`src/core/atp_pkg.sv`:
```
package atp_pkg;

	// ----------------------------------------------------------------
	// Register map (APB byte addresses)
	// ----------------------------------------------------------------
	localparam logic [7:0]  ADDR_CTRL      = 8'h00;
	localparam logic [7:0]  ADDR_PACER_DIV = 8'h04;
	localparam logic [7:0]  ADDR_GP_DIV    = 8'h08;
	localparam logic [7:0]  ADDR_CHAN_CFG  = 8'h0C;
	localparam logic [7:0]  ADDR_STATUS    = 8'h10;
	localparam logic [7:0]  ADDR_GP_COUNT  = 8'h14;

	// ----------------------------------------------------------------
	// Control fields
	// ----------------------------------------------------------------
	localparam int CTRL_TRIG_SRC  = 0;  // 0 pacer, 1 external
	localparam int CTRL_PACER_EN  = 1;
	localparam int CTRL_PACER_OE  = 2;
	localparam int CTRL_GP_EXTCLK = 3;
	localparam int CTRL_GP_PULSE  = 4;
	localparam int CTRL_GP_EN     = 5;

	// ----------------------------------------------------------------
	// Reset values and timing
	// ----------------------------------------------------------------
	localparam logic [5:0]  CTRL_RESET      = 6'h00;
	localparam logic [31:0] PACER_DIV_RESET = 32'h0000_0064;
	localparam logic [15:0] GP_DIV_RESET    = 16'h000A;
	localparam logic [7:0]  CHAN_CFG_RESET  = 8'h00;
	localparam int          CLK_HZ          = 100_000_000;
	localparam int          TB_HZ           = 10_000_000;
	localparam logic [3:0]  TB_TICKS        = 4'(CLK_HZ / TB_HZ);
	localparam logic [4:0]  MAX_CHANNELS    = 5'h10;

	typedef enum logic {ATP_SRC_PACER, ATP_SRC_EXT} atp_src_t;

	// Registered pin outputs, carried together
	typedef struct packed {
		logic conv_start;
		logic pacer_out;
		logic gp_out;
	} atp_pins_t;

endpackage : atp_pkg

```
`src/core/atp_trigger_pacer.sv`:
```
// Summary of operation
// Three 16-bit counters on 10 MHz timebase
// Counters one and two form 32-bit pacer
// Pacer rising edge starts one conversion
// Pacer pin pulses once per period (never here if the high half is 0 or 1)
// External trigger rising edge starts conversion
// Low trigger gate blocks external trigger
// Counter zero clock: pin or timebase
// Counter zero counts events or pulses, gated
// Each channel pair single-ended or differential
// All differential gives at most eight channels
// Only selected source triggers; inputs synchronised
//
// The APB interface to the registers and the register addresses are this design's own decisions.
module atp_trigger_pacer
(
	// Clock and reset
	input  wire logic             CLOCK,
	input  wire logic             RESET,
	// APB slave
	input  wire logic             PSEL,
	input  wire logic             PENABLE,
	input  wire logic             PWRITE,
	input  wire logic [7:0]       PADDR,
	input  wire logic [31:0]      PWDATA,
	output logic      [31:0]      PRDATA,
	output logic                  PREADY,
	output logic                  PSLVERR,
	// External pins
	input  wire logic             GP_COUNTER_CLOCK_IN,
	input  wire logic             GP_COUNTER_GATE,
	input  wire logic             EXT_TRIGGER_GATE,
	input  wire logic             EXT_CONVERSION_TRIGGER,
	output atp_pkg::atp_pins_t    PINS,
	// Channel sequencing
	output logic      [4:0]       CHANNEL_COUNT
);
	import atp_pkg::*;

	logic [5:0]  ctrl_q;
	logic [31:0] pacer_div_q;
	logic [15:0] gp_div_q;
	logic [7:0]  chan_cfg_q;
	logic [3:0]  tb_cnt_q;
	logic        tb_tick;
	logic [2:0]  sync1_q;
	logic [2:0]  sync2_q;
	logic [2:0]  sync3_q;
	logic        ext_rise;
	logic        gp_clk_rise;
	logic [15:0] cnt1_q;
	logic [15:0] cnt2_q;
	logic        cnt2_out_q;
	logic        cnt2_out_prev_q;
	logic        pacer_rise;
	logic [15:0] gp_count_q;
	logic [15:0] gp_reload_q;
	logic        gp_out_q;
	logic        gate_sync1_q;
	logic        gate_sync2_q;
	logic        gp_tick;
	logic        conv_q;
	logic        pacer_pulse_q;
	logic [31:0] rdata_d;
	logic        wr_en;

	// Decode the register-offset hit used by reads and writes
	function automatic logic hit(input logic [7:0] a, input logic [7:0] off);
		return a == off;
	endfunction : hit

	// ----------------------------------------------------------------
	// APB register file
	// ----------------------------------------------------------------
	assign wr_en   = PSEL && PENABLE && PWRITE;
	assign PREADY  = 1'b1;
	assign PSLVERR = PSEL && PENABLE && !(hit(PADDR, ADDR_CTRL)
		|| hit(PADDR, ADDR_PACER_DIV) || hit(PADDR, ADDR_GP_DIV)
		|| hit(PADDR, ADDR_CHAN_CFG) || hit(PADDR, ADDR_STATUS)
		|| hit(PADDR, ADDR_GP_COUNT));

	// Writable configuration; read-only words ignore writes
	always_ff @(posedge CLOCK)
	begin
		if (RESET)
		begin
			ctrl_q      <= CTRL_RESET;
			pacer_div_q <= PACER_DIV_RESET;
			gp_div_q    <= GP_DIV_RESET;
			chan_cfg_q  <= CHAN_CFG_RESET;
		end
		else if (wr_en)
		begin
			if (hit(PADDR, ADDR_CTRL))
				ctrl_q <= PWDATA[5:0];
			if (hit(PADDR, ADDR_PACER_DIV))
				pacer_div_q <= PWDATA;
			if (hit(PADDR, ADDR_GP_DIV))
				gp_div_q <= PWDATA[15:0];
			if (hit(PADDR, ADDR_CHAN_CFG))
				chan_cfg_q <= PWDATA[7:0];
		end
	end

	// Read mux; unmapped addresses read zero
	always_comb
	begin
		rdata_d = 32'h0000_0000;
		if (hit(PADDR, ADDR_CTRL))
			rdata_d = {26'h0, ctrl_q};
		else if (hit(PADDR, ADDR_PACER_DIV))
			rdata_d = pacer_div_q;
		else if (hit(PADDR, ADDR_GP_DIV))
			rdata_d = {16'h0, gp_div_q};
		else if (hit(PADDR, ADDR_CHAN_CFG))
			rdata_d = {24'h0, chan_cfg_q};
		else if (hit(PADDR, ADDR_STATUS))
			rdata_d = {22'h0, CHANNEL_COUNT, gp_out_q, cnt2_out_q, sync2_q};
		else if (hit(PADDR, ADDR_GP_COUNT))
			rdata_d = {16'h0, gp_count_q};
	end

	// Read data registered so it is a flop output; valid in access phase
	always_ff @(posedge CLOCK)
	begin
		if (RESET)
			PRDATA <= 32'h0000_0000;
		else if (PSEL && !PENABLE)
			PRDATA <= rdata_d;
	end

	// ----------------------------------------------------------------
	// Timebase and pin synchronisers
	// ----------------------------------------------------------------
	// Divide the system clock down to the 10 MHz count rate
	always_ff @(posedge CLOCK)
	begin
		if (RESET || tb_tick)
			tb_cnt_q <= 4'h0;
		else
			tb_cnt_q <= tb_cnt_q + 4'h1;
	end
	assign tb_tick = (tb_cnt_q == TB_TICKS - 4'h1);

	// Two flops per pin, third stage only for edge detection
	// Bits: 0 ext trigger, 1 trigger gate, 2 gp clock
	always_ff @(posedge CLOCK)
	begin
		if (RESET)
		begin
			sync1_q <= 3'h0;
			sync2_q <= 3'h0;
			sync3_q <= 3'h0;
		end
		else
		begin
			sync1_q <= {GP_COUNTER_CLOCK_IN, EXT_TRIGGER_GATE, EXT_CONVERSION_TRIGGER};
			sync2_q <= sync1_q;
			sync3_q <= sync2_q;
		end
	end
	assign ext_rise    = sync2_q[0] && !sync3_q[0];
	assign gp_clk_rise = sync2_q[2] && !sync3_q[2];

	// ----------------------------------------------------------------
	// Pacer: counters one and two cascaded
	// ----------------------------------------------------------------
	// Counter one divides by the low half; each wrap steps counter two.
	// With a high half of 2 or more, counter two output is high for the second
	// half of its count, so it makes exactly one rising edge per full pacer period.
	always_ff @(posedge CLOCK)
	begin
		if (RESET || !ctrl_q[CTRL_PACER_EN])
		begin
			cnt1_q     <= 16'h0000;
			cnt2_q     <= 16'h0000;
			cnt2_out_q <= 1'b0;
		end
		else if (tb_tick)
		begin
			if (cnt1_q <= 16'h0001)
			begin
				cnt1_q <= (pacer_div_q[15:0] == 16'h0000) ? 16'hFFFF
					: pacer_div_q[15:0];
				if (cnt2_q <= 16'h0001)
				begin
					cnt2_q     <= pacer_div_q[31:16] == 16'h0000 ? 16'h0001
						: pacer_div_q[31:16];
					cnt2_out_q <= 1'b0;
				end
				else
				begin
					cnt2_q     <= cnt2_q - 16'h0001;
					cnt2_out_q <= (cnt2_q - 16'h0001) <= (pacer_div_q[31:16] >> 1);
				end
			end
			else
				cnt1_q <= cnt1_q - 16'h0001;
		end
	end

	// Edge detect on counter two output
	always_ff @(posedge CLOCK)
	begin
		if (RESET)
			cnt2_out_prev_q <= 1'b0;
		else
			cnt2_out_prev_q <= cnt2_out_q;
	end
	assign pacer_rise = cnt2_out_q && !cnt2_out_prev_q;

	// ----------------------------------------------------------------
	// Conversion start and pacer pin
	// ----------------------------------------------------------------
	// One-cycle start pulse from the selected source only
	always_ff @(posedge CLOCK)
	begin
		if (RESET)
			conv_q <= 1'b0;
		else if (ctrl_q[CTRL_TRIG_SRC] == ATP_SRC_EXT)
			conv_q <= ext_rise && sync2_q[1];
		else
			conv_q <= pacer_rise;
	end

	// Pin pulses once per period while enabled and the high half is 2 or more
	always_ff @(posedge CLOCK)
	begin
		if (RESET)
			pacer_pulse_q <= 1'b0;
		else
			pacer_pulse_q <= ctrl_q[CTRL_PACER_OE] && pacer_rise;
	end

	// ----------------------------------------------------------------
	// General-purpose counter zero
	// ----------------------------------------------------------------
	// Event mode counts up; pulse mode reloads and toggles its output
	always_ff @(posedge CLOCK)
	begin
		if (RESET || !ctrl_q[CTRL_GP_EN])
		begin
			gp_count_q  <= 16'h0000;
			gp_reload_q <= 16'h0000;
			gp_out_q    <= 1'b0;
		end
		else if (gp_tick)
		begin
			if (!ctrl_q[CTRL_GP_PULSE])
				gp_count_q <= gp_count_q + 16'h0001;
			else if (gp_reload_q <= 16'h0001)
			begin
				gp_reload_q <= (gp_div_q == 16'h0000) ? 16'h0001 : gp_div_q;
				gp_out_q    <= !gp_out_q;
			end
			else
				gp_reload_q <= gp_reload_q - 16'h0001;
		end
	end

	// Separate synchroniser for the counter gate pin
	always_ff @(posedge CLOCK)
	begin
		if (RESET)
		begin
			gate_sync1_q <= 1'b0;
			gate_sync2_q <= 1'b0;
		end
		else
		begin
			gate_sync1_q <= GP_COUNTER_GATE;
			gate_sync2_q <= gate_sync1_q;
		end
	end
	// Clock select: synchronised pin edge or internal timebase. The gate
	// passes the same depth of flops as the pin clock, so a gate window
	// of N cycles lets through exactly the pin edges that fall inside it
	assign gp_tick = (ctrl_q[CTRL_GP_EXTCLK] ? gp_clk_rise : tb_tick)
		&& gate_sync2_q;

	// ----------------------------------------------------------------
	// Channel count and outputs
	// ----------------------------------------------------------------
	// Each differential pair removes one channel: 16 down to 8
	always_comb
	begin
		CHANNEL_COUNT = MAX_CHANNELS;
		for (int i = 0; i < 8; i++)
			CHANNEL_COUNT = CHANNEL_COUNT - {4'h0, chan_cfg_q[i]};
	end

	assign PINS = '{conv_start: conv_q, pacer_out: pacer_pulse_q, gp_out: gp_out_q};
endmodule : atp_trigger_pacer

```
`config.mk`:
```
export PLATFORM = sky130hd
export DESIGN_NAME = atp_trigger_pacer
export DESIGN_NICKNAME = d
export VERILOG_FILES = /design/src/core/atp_pkg.sv /design/src/core/atp_trigger_pacer.sv
export SDC_FILE = /design/constraint.sdc
export NUM_CORES = 1
export LEC_CHECK = 0
export ABC_AREA = 1
export BUFFER_PORTS_ARGS = -buffer_cell sky130_fd_sc_hd__buf_2
export CAP_MARGIN = 20
export CORE_ASPECT_RATIO = 0.8
export CORE_MARGIN = 5
export CORE_UTILIZATION = 40
export DETAILED_ROUTE_END_ITERATION = 8
export HOLD_SLACK_MARGIN = 0.02
export PLACE_DENSITY = 0.7
export SLEW_MARGIN = 20
export SYNTH_ARGS = -nofsm -noshare
export SYNTH_HDL_FRONTEND = slang
export SYNTH_SLANG_ARGS = --single-unit
export TNS_END_PERCENT = 100
```
`constraint.sdc`:
```
create_clock -name CLOCK -period 8.3 [get_ports CLOCK]
set_input_delay 1.66 -clock CLOCK [delete_from_list [all_inputs] [get_ports CLOCK]]
set_output_delay 1.66 -clock CLOCK [all_outputs]
set_load 0.02 [all_outputs]
```
==> impl_metrics.py <==
metrics = {
    "synthesis": {
        "ys_types": 43,
        "async_flop_share": 0,
        "synth_seq_cells": 177,
        "synth_nets": 1370,
        "yosys.area.top_type": "dfxtp_1",
        "yosysMostFrequentCell": "nand2_1",
        "synth_edf_count": 0,
        "synth_area_leaders": "dfxtp_1 39%, a21oi_1 9.9%, nand2_1 9.1%",
        "synth_seq_area_share": 0.389,
        "synth.cell_area_um2": 9120,
        "syn_inst": 1288,
        "synth_top_area_share": 0.389,
        "avgSynthCellArea_um2": 7.08,
        "yosys_warnings": 0,
        "synth-main-ff-cell": "dfxtp_1",
        "synthTopCellsByCount": "222 x nand2_1, 180 x a21oi_1, 177 x dfxtp_1",
    },
    "power_and_ir_drop": {
        "powerDensity_nw_per_um2": 170,
        "p_leak_nw": 4.27,
        "total_power_mw": 1.76,
        "vdd_ir_drop_max_mv": 0.115,
    },
    "clocking": {
        "cts_tree": "done",
        "htreeDepth": 4,
        "post_cts_buffers": 0,
        "clock_path_buffers": 2,
        "holdBufCountCts": 0,
        "root_buffer": "clkbuf_16",
        "clock_latency_ns": 0.43,
        "cts_made_buffers": 17,
        "cts.clk_slew.worst_paths_ns": 0.07,
        "cts.sinks": 177,
        "cts-resized-gates": 0,
    },
    "setup_path": {
        "crit_path_max_fanout": 11,
        "r2r_cells": 12,
        "crit-reg2reg-launch": "chan_cfg_q[3]",
        "critPathCapture": "PSLVERR",
        "arrival_ns": 3.30,
        "r2r_slack_ns": 5.24,
        "slowest_stage": "nor3_1",
        "path_class": "input pin to output pin",
        "worstPathCellList": "buf_2 -> inv_1 -> nand2_1 -> nor3_1 -> nand2_1 -> nand3_1 -> nor2_1 -> buf_2",
        "required_ns": 6.64,
        "startpoint": "PADDR[0]",
        "r2r-end": "PRDATA[7]",
        "critPathMaxStageDelay_ns": 0.82,
        "critPathLaunchType": "input pin",
        "critPathCaptureType": "output pin",
    },
    "finish": {
        "fin_cells": 1665,
        "drive_gt1_frac": 0.115,
        "nets": 1429,
        "areaGrowthSynthToFinish_pct": 13.5,
        "num_antenna_cells": 0,
        "nFillCells": 2276,
        "final_area_um2": 10400,
        "final_core_utilization": 0.461,
    },
    "sta": {
        "tightest_slew_ns": 0.983,
        "finalHoldViolCount": 0,
        "fin_skew_ns": 0.00981,
        "fin_ws_ns": 3.34,
        "rsz0062_at_grt": "no",
        "finalSetupViolations": 0,
        "period_minus_slack_ns": 4.96,
        "slew_headroom": 0.340,
        "hold_ws_ns": 0.402,
        "finalCritPeriodShare": 0.598,
        "max_freq_mhz": 202,
        "timing.setup.tns_ns": 0,
        "final_max_slew_viol_count": 0,
    },
    "placed_design": {
        "pre_cts_ws_ns": 3.35,
        "place_area_um2": 9730,
        "gp_congestion": 0.898,
        "dp.cells": 1634,
        "dp_hpwl_um": 19200,
        "portBuffers": 89,
    },
    "die": {
        "die_w_um": 179,
        "core_area_um2": 22400,
        "die_h_um": 145,
        "die_area_um2": 25900,
        "row_count": 49,
        "ios": 91,
        "start_util": 0.406,
    },
    "detailed_routing": {
        "drt_iter0_drc": 980,
        "dr_wl_met2_um": 10700,
        "met1Wirelength_um": 13300,
        "vias_per_cell": 5.29,
        "dr.pass1.iters": 6,
        "antenna_left": 0,
        "wl_um": 26200,
        "drc": 0,
        "top_layer": "met4",
        "route.met3.wl_um": 1760,
        "vias": 8805,
        "wl_per_cell_um": 15.7,
    },
    "global_route": {
        "grt-ovfl-total": 0,
        "antenna_found_initial": 0,
        "gr-usage-all-layers": 0.201,
        "grt_max_degree": 64,
        "grt_pass1_vias": 8127,
        "grt_pass1_wl_um": 42600,
    },
    "hold_path": {
        "hold_start": "gate_sync1_q",
        "hp-class": "flip-flop to flip-flop",
    },
    "status": {
        "status": "completed",
    },
    "run": {
        "drv_cap": 0,
    },
}
-- cells by family (layout without fill, tap and decap cells) --
family,count (synthesis),after routing,share of synthesized area
and+or+nand+nor,459,459,0.220
adders and majority gates,33,33,0.0486
other,1,1,0.000411
xor gates and xnor gates,31,31,0.0298
DFF,177,177,0.389
AOI/OAI and AO/OA,356,356,0.211
buffers and inverters,231,302,0.101
-- sequential cells by signal (all words and copies together) (netlist names) --
name	cells
chan_cfg_q	8
gate_sync2_q	1
tb_cnt_q	4
pacer_div_q	32
cnt2_out_q	1
cnt2_out_prev_q	1
cnt2_q	16
gp_out_q	1
gate_sync1_q	1
sync3_q	2
gp_div_q	16
cnt1_q	16
ctrl_q	6
gp_reload_q	16
sync2_q	3
PRDATA	32
pacer_pulse_q	1
sync1_q	3
conv_q	1
gp_count_q	16
-- where the power goes --
group	total [mW]	internal (mW)	switching [mW]
Sequential	0.855	0.852	0.00243
Combinational	0.0543	0.0168	0.0374
Clock	0.851	0.502	0.349
-- cells in the final DEF, fill, tap and decap left out, drive strengths merged --
master and count:
a21o 1, clkbuf 21, ha 29, o31a 1
dfxtp 177, nor3b 1, nand2 225, or2 2
a21oi 180, bufinv 3, conb 1, and2 1
fa 4, nor4 7, xnor2 11, xor2 20
nor2 110, clkinv 5, o21ai 118, nor3 26
o21a 3, and3 1, inv 177, o211ai 31
o21bai 2, o221ai 9, buf 95, a31oi 10
clkinvlp 1, nand4 18, o31ai 1, nand3 68
-- area by class of cell --
type	count	area [um2]	area share
Multi-Input combinational cell	880	4650	0.450
Tap cell	306	383	0.0370
Sequential cell	177	3540	0.342
Clock buffer	21	470	0.0454
Timing Repair Buffer	95	490	0.0474
Inverter	176	661	0.0638
Clock inverter	10	149	0.0144
-- worst min path at each step --
stage,depth (start not counted),to
final,2,gate_sync2_q
after global routing,2,sync2_q[0]
after CTS,2,gate_sync2_q
after detailed placement,2,gate_sync2_q
after global placement,2,gate_sync2_q
after floorplan,2,gate_sync2_q
-- critical path: cells and delay by family --
kind,cells,cell delay (ns)
simple gates,5,1.36
buf+inv,3,0.29
-- layer usage --
metal  global-route usage  vias up
met4               0.0583        0
met3               0.0336       36
li1                     -     4392
met1                0.315     4049
met5                    0        -
met2                0.280      328
Power figures use the tool's default switching activity.
